<file path="config.mk">
export PLATFORM = sky130hd
export DESIGN_NAME = prs_ref_switch
export DESIGN_NICKNAME = d
export VERILOG_FILES = /design/src/hdl/prs_pkg.sv /design/src/hdl/prs_ref_switch.sv
export SDC_FILE = /design/constraint.sdc
export NUM_CORES = 1
export LEC_CHECK = 0
export BUFFER_PORTS_ARGS = -buffer_cell sky130_fd_sc_hd__buf_2
export CAP_MARGIN = 20
export CORE_MARGIN = 2
export CORE_UTILIZATION = 44
export CTS_BUF_LIST = sky130_fd_sc_hd__clkbuf_2 sky130_fd_sc_hd__clkbuf_4 sky130_fd_sc_hd__clkbuf_8
export DETAILED_ROUTE_END_ITERATION = 12
export PLACE_DENSITY = 0.6
export SLEW_MARGIN = 25
export SYNTH_ARGS = -nofsm -noshare
export SYNTH_HDL_FRONTEND = slang
export SYNTH_SLANG_ARGS = --single-unit
</file>
<file path="constraint.sdc">
create_clock -name sys_clk -period 4.2 [get_ports sys_clk]
set_input_delay 0.42 -clock sys_clk [delete_from_list [all_inputs] [get_ports sys_clk]]
set_output_delay 0.42 -clock sys_clk [all_outputs]
set_load 0.005 [all_outputs]
</file>
<file path="src/hdl/prs_pkg.sv">
// Constants and types for the reference switchover and reconfiguration block
package prs_pkg;
  // ****************************************
  // Switchover modes
  // ****************************************
  typedef enum logic [1:0] {
    PRS_MODE_AUTO     = 2'h0,
    PRS_MODE_OVERRIDE = 2'h1,
    PRS_MODE_MANUAL   = 2'h2
  } prs_mode_e;

  // Switch sequence states, one bit changes from RUN to GATE and from GATE to MOVE
  typedef enum logic [1:0] {
    PRS_ST_RUN    = 2'h0,
    PRS_ST_GATE   = 2'h1,
    PRS_ST_MOVE   = 2'h3
  } prs_state_e;

  // ****************************************
  // Register map
  // ****************************************
  localparam logic [3:0] PRS_ADDR_CTRL    = 4'h0;  // [1:0] mode, [2] apply
  localparam logic [3:0] PRS_ADDR_STATUS  = 4'h1;  // [0] in_use [1] lost_pri [2] lost_bak [3] busy [4] waiting
  localparam logic [3:0] PRS_ADDR_SCAN    = 4'h2;  // [0] serial data bit, write shifts one bit
  localparam logic [3:0] PRS_ADDR_PRE     = 4'h3;
  localparam logic [3:0] PRS_ADDR_FB      = 4'h4;
  localparam logic [3:0] PRS_ADDR_OUT0    = 4'h5;  // 5..9 output dividers 0..4
  localparam logic [3:0] PRS_ADDR_PUMP    = 4'ha;
  localparam logic [3:0] PRS_ADDR_FILT    = 4'hb;  // [7:0] resistor, [15:8] capacitor
  localparam logic [3:0] PRS_ADDR_CHAIN   = 4'hc;  // cascade mask, read only

  localparam int PRS_CTRL_APPLY_BIT = 2;
  localparam logic [1:0] PRS_MODE_RESET = 2'h0;

  // ****************************************
  // Scan chain layout, field order pre, fb, out0..4, pump, r, c
  // ****************************************
  localparam int PRS_DIV_W   = 9;   // Divider field width, up to 511
  localparam int PRS_PUMP_W  = 3;
  localparam int PRS_FILT_W  = 8;
  localparam int PRS_N_OUT   = 5;
  localparam int PRS_SCAN_LEN = 7 * PRS_DIV_W + PRS_PUMP_W + 2 * PRS_FILT_W;

  // ****************************************
  // Timing
  // ****************************************
  localparam int PRS_CLK_MHZ      = 100;
  localparam int PRS_SCAN_MAX_MHZ = 100;
  // Scan clock period in sys_clk cycles, rounded up so the scan rate stays at or below the limit
  localparam int PRS_SCAN_DIV = (PRS_CLK_MHZ + PRS_SCAN_MAX_MHZ - 1) / PRS_SCAN_MAX_MHZ;
  localparam int PRS_LOST_PERIODS = 2;   // Reference periods of silence that mark a lost clock
  localparam int PRS_HOLD_PERIODS = 3;   // Reference periods a switch request must stay high
  localparam logic [7:0] PRS_REF_PERIOD_RESET = 8'h04; // Nominal reference period in sys_clk cycles
endpackage

</file>
<file path="src/hdl/prs_ref_switch.sv">
// Reference switchover state machine, lost-clock sense and reconfiguration scan chain
`timescale 1ns/1ns
module prs_ref_switch #(
  parameter int         SCAN_LEN     = prs_pkg::PRS_SCAN_LEN,
  parameter logic [4:0] CASCADE_MASK = 5'h00   // Bit i: output i feeds output i+1, fixed by image
) (
  input  wire logic        sys_clk,
  input  wire logic        reset,
  input  wire logic        ref_clk_primary,
  input  wire logic        ref_clk_backup,
  input  wire logic        switch_req,
  input  wire logic [3:0]  reg_addr,
  input  wire logic [31:0] reg_wdata,
  input  wire logic        reg_wr,
  input  wire logic        reg_rd,
  output logic      [31:0] reg_rdata,
  output logic             in_use,
  output logic             lost_primary,
  output logic             lost_backup,
  output logic             mux_gate,
  output logic             pll_reset_hint,
  output logic      [44:0] output_dividers,
  output logic      [4:0]  cascade_out
);
  localparam int DW = prs_pkg::PRS_DIV_W;
  localparam int PW = prs_pkg::PRS_PUMP_W;
  localparam int FW = prs_pkg::PRS_FILT_W;

  // ****************************************
  // State
  // ****************************************
  typedef struct packed {
    logic [2:0]             s_pri;      // Two sync stages plus edge history
    logic [2:0]             s_bak;
    logic [2:0]             s_req;
    logic [7:0]             sil_pri;    // Cycles since last primary falling edge
    logic [7:0]             sil_bak;
    logic [7:0]             per_pri;    // Measured primary period
    logic [7:0]             per_bak;
    logic [1:0]             cal_p;      // Falling edges seen since reset, saturating shift
    logic [1:0]             cal_b;
    logic [7:0]             hold_cnt;   // Cycles request has stayed high
    logic                   req_armed;  // Rising edge seen, hold in progress
    logic                   req_used;   // Manual swap already taken for this high level
    logic [1:0]             mode;
    prs_pkg::prs_state_e    st;
    logic                   sel;        // 0 primary, 1 backup
    logic                   gate;
    logic                   lost_p;
    logic                   lost_b;
    logic                   rst_hint;
    logic [SCAN_LEN-1:0]    scan;
    logic [DW-1:0]          pre_div;
    logic [DW-1:0]          fb_div;
    logic [5*DW-1:0]        out_div;    // Active output divider values
    logic [5*DW-1:0]        pend_div;   // Values waiting for their count boundary
    logic [4:0]             pend;
    logic [5*DW-1:0]        cnt;        // Output divider counters
    logic [PW-1:0]          pump;
    logic [FW-1:0]          filt_r;
    logic [FW-1:0]          filt_c;
    logic [31:0]            rdata;
  } prs_state_s;

  prs_state_s st_reg;
  prs_state_s st_next;

  logic pri_fall;
  logic bak_fall;
  logic req_rise;
  logic tgt_ok;
  logic [7:0] lost_lim_p;
  logic [7:0] lost_lim_b;
  logic [7:0] hold_lim;

  // Edge and limit decode from the synchronised inputs
  // Edges come from the second and third stages only, so the first stage,
  // which may still be settling, never reaches any logic
  always_comb begin
    pri_fall   = st_reg.s_pri[2] & ~st_reg.s_pri[1];
    bak_fall   = st_reg.s_bak[2] & ~st_reg.s_bak[1];
    req_rise   = ~st_reg.s_req[2] & st_reg.s_req[1];
    lost_lim_p = 8'(prs_pkg::PRS_LOST_PERIODS) * st_reg.per_pri;
    lost_lim_b = 8'(prs_pkg::PRS_LOST_PERIODS) * st_reg.per_bak;
    hold_lim   = 8'(prs_pkg::PRS_HOLD_PERIODS) *
                 ((st_reg.per_pri > st_reg.per_bak) ? st_reg.per_pri : st_reg.per_bak);
    tgt_ok     = st_reg.sel ? ~st_reg.lost_p : ~st_reg.lost_b;
  end

  // ****************************************
  // Next state
  // ****************************************
  always_comb begin
    logic want;
    logic auto_ok;
    want = 1'b0;
    auto_ok = 1'b0;
    st_next = st_reg;
    // Two flip-flops before use, third stage only for edge history
    st_next.s_pri = {st_reg.s_pri[1:0], ref_clk_primary};
    st_next.s_bak = {st_reg.s_bak[1:0], ref_clk_backup};
    st_next.s_req = {st_reg.s_req[1:0], switch_req};

    // Silence counters and period measurement on each falling edge
    // The first falling edge after reset only opens the measurement, as the count
    // before it started at reset and not at an edge; the second gives a true period
    st_next.sil_pri = (st_reg.sil_pri == 8'hff) ? st_reg.sil_pri : st_reg.sil_pri + 8'h01;
    st_next.sil_bak = (st_reg.sil_bak == 8'hff) ? st_reg.sil_bak : st_reg.sil_bak + 8'h01;
    if (pri_fall) begin
      st_next.sil_pri = 8'h00;
      st_next.cal_p   = {st_reg.cal_p[0], 1'b1};
      // A period spanning a silence would poison the limit, so the old one is kept
      if (!st_reg.lost_p && st_reg.cal_p[0]) st_next.per_pri = st_reg.sil_pri + 8'h01;
    end
    if (bak_fall) begin
      st_next.sil_bak = 8'h00;
      st_next.cal_b   = {st_reg.cal_b[0], 1'b1};
      if (!st_reg.lost_b && st_reg.cal_b[0]) st_next.per_bak = st_reg.sil_bak + 8'h01;
    end
    // Lost flags rise after two silent periods and clear on the next falling edge
    // No flag before a period is known: the reset period is only a guess, and a limit
    // below the real period would flag a live clock just after reset
    st_next.lost_p = (st_reg.sil_pri >= lost_lim_p) & ~pri_fall & st_reg.cal_p[1];
    st_next.lost_b = (st_reg.sil_bak >= lost_lim_b) & ~bak_fall & st_reg.cal_b[1];

    // Request hold qualification
    // The hold count runs in system cycles against measured reference periods,
    // so it tracks whichever input is slower without a second clock domain
    if (!st_reg.s_req[1]) begin
      st_next.req_armed = 1'b0;
      st_next.req_used  = 1'b0;
      st_next.hold_cnt  = 8'h00;
    end else if (req_rise) begin
      st_next.req_armed = 1'b1;
      st_next.hold_cnt  = 8'h01;
    end else if (st_reg.req_armed && st_reg.hold_cnt != 8'hff) begin
      st_next.hold_cnt = st_reg.hold_cnt + 8'h01;
    end

    // Decide whether a swap is wanted
    unique case (prs_pkg::prs_mode_e'(st_reg.mode))
      prs_pkg::PRS_MODE_MANUAL: begin
        want = st_reg.req_armed & ~st_reg.req_used & (st_reg.hold_cnt >= hold_lim);
      end
      prs_pkg::PRS_MODE_OVERRIDE: begin
        // One swap per rising request edge; a falling edge leaves the selection alone
        want = st_reg.req_armed & ~st_reg.req_used;
        auto_ok = ~st_reg.s_req[1];
      end
      default: auto_ok = 1'b1;
    endcase
    // Auto swap only when current reference is lost and the other is alive
    if (auto_ok && (st_reg.sel ? st_reg.lost_b : st_reg.lost_p)
        && !(st_reg.lost_p && st_reg.lost_b))
      want = 1'b1;

    // Switch sequence
    st_next.rst_hint = 1'b0;
    unique case (st_reg.st)
      prs_pkg::PRS_ST_RUN: begin
        if (want) begin
          st_next.st = prs_pkg::PRS_ST_GATE;
          // Mark the request level as spent so it cannot start a second swap
          if (st_reg.req_armed) st_next.req_used = 1'b1;
        end
      end
      prs_pkg::PRS_ST_GATE: begin
        // Gate the divider reference on the old input falling edge, or at once if it is dead
        if ((st_reg.sel ? bak_fall : pri_fall) || (st_reg.sel ? st_reg.lost_b : st_reg.lost_p)) begin
          st_next.gate = 1'b1;
          st_next.st   = prs_pkg::PRS_ST_MOVE;
        end
      end
      prs_pkg::PRS_ST_MOVE: begin
        // Wait for the target to toggle, then move on its falling edge
        // While the target is silent the machine parks here with the gate shut;
        // the PLL then sees no reference, the price of never moving to a dead input
        if (tgt_ok && (st_reg.sel ? pri_fall : bak_fall)) begin
          st_next.sel      = ~st_reg.sel;
          st_next.gate     = 1'b0;
          st_next.rst_hint = 1'b1;
          st_next.st       = prs_pkg::PRS_ST_RUN;
        end
      end
      default: st_next.st = prs_pkg::PRS_ST_RUN;
    endcase

    // Output dividers take pending values at their own count boundary
    // Waiting for the wrap keeps any output from seeing a period made
    // half of the old count and half of the new one
    for (int i = 0; i < prs_pkg::PRS_N_OUT; i++) begin
      if (st_reg.cnt[i*DW +: DW] >= st_reg.out_div[i*DW +: DW]) begin
        st_next.cnt[i*DW +: DW] = '0;
        if (st_reg.pend[i]) begin
          st_next.out_div[i*DW +: DW] = st_reg.pend_div[i*DW +: DW];
          st_next.pend[i] = 1'b0;
        end
      end else begin
        st_next.cnt[i*DW +: DW] = st_reg.cnt[i*DW +: DW] + 9'h001;
      end
    end

    // Register writes
    // Each write to the scan address is one scan clock, so the rate never passes the system clock
    if (reg_wr) begin
      unique case (reg_addr)
        prs_pkg::PRS_ADDR_CTRL: begin
          st_next.mode = reg_wdata[1:0];
          if (reg_wdata[prs_pkg::PRS_CTRL_APPLY_BIT]) begin
            // Copy the chain to active settings, output dividers to pending, cascade mask untouched
            {st_next.pre_div, st_next.fb_div, st_next.pend_div, st_next.pump,
             st_next.filt_r, st_next.filt_c} = st_reg.scan;
            // The chain carries output 0 first, so it sits above output 4 in the
            // shifted word; put each field in its own slot, output 0 lowest
            for (int i = 0; i < prs_pkg::PRS_N_OUT; i++)
              st_next.pend_div[i*DW +: DW] = st_reg.scan[SCAN_LEN-1-(2+i)*DW -: DW];
            st_next.pend = 5'h1f;
          end
        end
        prs_pkg::PRS_ADDR_SCAN: st_next.scan = {st_reg.scan[SCAN_LEN-2:0], reg_wdata[0]};
        default: ;
      endcase
    end

    // Register reads, answer in the next cycle
    // Unmapped addresses and idle cycles read as zero
    st_next.rdata = 32'h0;
    if (reg_rd) begin
      unique case (reg_addr)
        prs_pkg::PRS_ADDR_CTRL:   st_next.rdata = {30'h0, st_reg.mode};
        prs_pkg::PRS_ADDR_STATUS: st_next.rdata = {27'h0, st_reg.st == prs_pkg::PRS_ST_MOVE && !tgt_ok,
                                                   st_reg.st != prs_pkg::PRS_ST_RUN,
                                                   st_reg.lost_b, st_reg.lost_p, st_reg.sel};
        prs_pkg::PRS_ADDR_PRE:    st_next.rdata = 32'(st_reg.pre_div);
        prs_pkg::PRS_ADDR_FB:     st_next.rdata = 32'(st_reg.fb_div);
        prs_pkg::PRS_ADDR_PUMP:   st_next.rdata = 32'(st_reg.pump);
        prs_pkg::PRS_ADDR_FILT:   st_next.rdata = {16'h0, st_reg.filt_c, st_reg.filt_r};
        prs_pkg::PRS_ADDR_CHAIN:  st_next.rdata = {27'h0, CASCADE_MASK};
        default: begin
          if (reg_addr >= prs_pkg::PRS_ADDR_OUT0 && reg_addr < prs_pkg::PRS_ADDR_PUMP)
            st_next.rdata = 32'(st_reg.out_div[DW*(32'(reg_addr) - 32'(prs_pkg::PRS_ADDR_OUT0)) +: DW]);
        end
      endcase
    end

    // Mode change while manual forces the primary at start only through reset
  end

  // ****************************************
  // Registers
  // ****************************************
  // Reset leaves both lost flags low and the primary selected, which is also
  // the start of manual mode; periods must be measured again after it
  always_ff @(posedge sys_clk) begin
    if (reset) begin
      st_reg         <= '0;
      st_reg.mode    <= prs_pkg::PRS_MODE_RESET;
      st_reg.st      <= prs_pkg::PRS_ST_RUN;
      st_reg.per_pri <= prs_pkg::PRS_REF_PERIOD_RESET;
      st_reg.per_bak <= prs_pkg::PRS_REF_PERIOD_RESET;
      st_reg.out_div <= {prs_pkg::PRS_N_OUT{9'h001}};
    end else begin
      st_reg <= st_next;
    end
  end

  // Outputs straight from state, cascade_out straight from CASCADE_MASK
  // No logic between the state register and the pins, so nothing glitches
  always_comb begin
    reg_rdata       = st_reg.rdata;
    in_use          = st_reg.sel;
    lost_primary    = st_reg.lost_p;
    lost_backup     = st_reg.lost_b;
    mux_gate        = st_reg.gate;
    pll_reset_hint  = st_reg.rst_hint;
    output_dividers = st_reg.out_div;
    cascade_out     = CASCADE_MASK;
  end
endmodule

</file>
==> flow_summary.yaml <==
logic_synthesis:
  ys_async_sr_fraction_pct: 0
  syn-cell-area_sq_um: 17400
  syn_avg_cell_area_sq_um: 8.36
  ys_seq_elements: 339
  synth.distinct_cells: 66
  yosysSeqAreaShare_pct: 39.0
  yosys_most_used_dff: "dfxtp_1"
  synth-edff-count: 0
  netlist_instances: 2082
  synth_warnings: 0
finish:
  antenna_cells: 0
  nets: 2243
  area_delta_synth_final_pct: 10.3
  drive_above_1_share_pct: 14.2
  largest_register_ffs: 267
clock_network:
  cts_tree: "yes"
  clkTransAtPathRegs_ns: 0.06
  clk_path_buf_depth: 3
  clock-sinks: 339
  cts_root_buffer: "clkbuf_8"
  numCtsBuffers: 58
  clk_latency_ns: 0.64
  h-tree-depth: 2
die:
  io_pins: 130
  dieArea_sq_um: 41200
  placementRows: 72
  start_util_pct: 44.9
  die-width_um: 203
  core_sq_um: 38800
  dieHeight_um: 203
sta:
  skew_ns: 0.0177
  relSlewSlack_pct: 45.2
  grt_setup_unrepaired: "false"
  setup_violations: 0
  min_period_ns: 3.95
  finalCritPeriodShare_pct: 94.1
  slew_violations: 0
  timing.fmax_mhz: 253
  fin_ws_ns: 0.249
  worst_pin_slew_ns: 0.821
  final_hold_viol_count: 0
  holdWs_ns: 0.0589
critical_path:
  critPathSlowestCell: "or4_1"
  critical_path.max_stage_delay_ns: 0.52
  critical_path_class: "flip-flop to flip-flop"
  cp_data_arrival_time_ns: 4.49
  cp-start-kind: "flip-flop"
  path_cells: "inv_1, ha_1, nor2b_1, o211ai_1, a21oi_1, o22ai_2, mux2i_1, inv_1, ha_2, ha_2, a31oi_1, nand2_1, xnor2_1, ha_1, or4_1, a21oi_2, o31a_1, nor3_1, a32o_1"
  critPathMaxFanout: 3
  crit_required_ns: 4.74
  cp-end-kind: "flip-flop"
detailed_routing:
  drc: 0
  ant_nets: 0
  post_drt_via_cell_ratio: 5.26
  vias: 13979
  wl_per_cell_um: 16.2
  dr.pass1.iters: 4
  drt-initial-drc-count: 814
  routed_wl_mm: 43.0
global_routing:
  grt_first_pass_wirelength_mm: 69.4
  grt_use_total_pct: 20.7
  grt_pass1_vias: 13190
  grt_max_degree: 158
  antenna_found_initial: 0
  overflow: 0
job:
  maxCapViolCount: 0
placed_design:
  gp_congestion: 0.855
  io_buffers: 79
  dp_hpwl_mm: 29.1
  dp_slack_ns: -0.203
pwr:
  powerDensity_nw_per_um2: 390
  peakVddDrop_uv: 217
  p_leak_nw: 7.61
worst_hold_path:
  min-delay-path-class: "input pin to flip-flop"
status:
  status: "finished, final reports clean"
==> layout make-up <==
class	count	area, sq um
inverters	93	352
multi-input cells	1476	9320
clock buffers	95	1170
fillers	3769	19600
well taps	518	648
repair buffers	130	882
clock inverters	9	55.1
flip-flops and latches	339	6790
==> routing by layer <==
metal,share of wire [%],up-vias,GRT usage [%]
li1,-,7017,-
met1,48,6624,29.1
met2,45,270,32.5
met3,4.1,68,3.31
met4,2.4,0,6.88
met5,0,-,0
==> repair_timing <==
action / CTS / global route
hold buffers: 4 / 0
setup endpoints to repair: 0 / 2
hold endpoints to repair: 4 / 0
gates resized for setup: 0 / 9
buffers inserted: 0 / 0
==> cells by family (layout without fill, tap and decap cells) <==
kind of cell	count (synthesis)	count (layout)	synth area share, %
adders and majority gates	102	102	7.41
and+or+nand+nor	772	772	18.7
other	1	21	0.0215
AOI/OAI and AO/OA	391	391	13.0
DFF	339	339	39.0
muxes	121	121	9.88
buffers and inverters	287	327	8.29
xor gates and xnor gates	69	69	3.71
==> worst paths after layout <==
check	slack, ns	startpoint	to	cells after the start
setup / recovery	0.25	st_reg[315]	st_reg[300]	19
hold reg to reg	0.44	st_next[347]	st_next[348]	1
setup reg to reg	0.25	st_reg[315]	st_reg[300]	19
hold / removal	0.06	reg_wdata[0]	st_reg[209]	3
==> cell usage in the layout, fill, tap and decap left out, types with 21 or more instances in the layout <==
| cell | instances |
|---|---|
| a21oi_1 | 241 |
| xnor2_1 | 22 |
| dfxtp_1 | 338 |
| nand3_1 | 52 |
| and3_1 | 22 |
| conb_1 | 21 |
| ha_1 | 97 |
| buf_4 | 40 |
| mux4_2 | 40 |
| o21ai_0 | 38 |
| xor2_1 | 43 |
| clkbuf_4 | 22 |
| inv_1 | 89 |
| clkbuf_8 | 74 |
| nor2_1 | 171 |
| nor3_1 | 21 |
| buf_2 | 78 |
| nand2_1 | 423 |
| a211oi_1 | 22 |
| mux2i_1 | 73 |
==> per-stage QoR <==
stage          power (W)  TNS (ns)  std cells  cell area, sq um  util, %
3_5_place_dp     0.00445    -0.288       2550             17900     46.0
6_report         0.00749         0       2660             19200     49.5
3_3_place_gp     0.00443    -0.124       2550             17900     46.0
5_1_grt          0.00785         0       2660             19200     49.5
4_1_cts          0.00758         0       2658             19100     49.3
2_1_floorplan    0.00422   -0.0510       2102             17500        -
==> synthesized netlist by cell type, types with 3 or more instances <==
| library cell | instances | area, sq um |
|---|---|---|
| a32oi_1 | 3 | 26.3 |
| clkbuf_1 | 83 | 312 |
| nor4_1 | 7 | 43.8 |
| nor2b_1 | 16 | 100 |
| mux4_2 | 40 | 901 |
| and3_1 | 23 | 144 |
| o21ai_0 | 38 | 190 |
| o31ai_1 | 4 | 30.0 |
| or2_2 | 9 | 56.3 |
| a22o_1 | 5 | 43.8 |
| a21o_1 | 13 | 97.6 |
| a211oi_1 | 22 | 165 |
| inv_2 | 3 | 11.3 |
| xnor2_1 | 23 | 201 |
| nand2b_1 | 20 | 125 |
| a22oi_1 | 3 | 22.5 |
| mux2_2 | 5 | 56.3 |
| dfxtp_1 | 339 | 6790 |
| nand2_1 | 424 | 1590 |
| and2_1 | 7 | 43.8 |
| nand3_1 | 53 | 265 |
| nor3_1 | 21 | 105 |
| ha_1 | 100 | 1250 |
| xor2_1 | 43 | 377 |
| buf_6 | 3 | 33.8 |
| buf_2 | 23 | 115 |
| o211a_1 | 7 | 70.1 |
| a21oi_1 | 242 | 1210 |
| o2111ai_1 | 3 | 26.3 |
| inv_1 | 90 | 338 |
| buf_4 | 84 | 631 |
| o21ai_1 | 5 | 25.0 |
| nor2_1 | 171 | 642 |
| o22ai_1 | 7 | 43.8 |
| o211ai_1 | 10 | 75.1 |
| mux2i_1 | 74 | 741 |
| nand4_1 | 13 | 81.3 |
| a31oi_1 | 9 | 56.3 |
==> critical path, delay by kind of cell (launching register included) <==
kind            cells  cell delay, ns
flops               1            0.32
mux                 1            0.27
fa+ha+maj           4            0.86
simple gates        4            0.85
buf+inv             2            0.13
xor+xnor            1            0.14
compound gates      7            1.29
==> power by group <==
| part | switching [W] | leakage [nW] | internal, W | total [W] |
|---|---|---|---|---|
| combinational | 0.000589 | 4.22 | 0.000436 | 0.00103 |
| clock | 0.00134 | 0.659 | 0.00175 | 0.00310 |
| sequential | 0.0000845 | 2.74 | 0.00328 | 0.00336 |
Power figures use the tool's default switching activity.
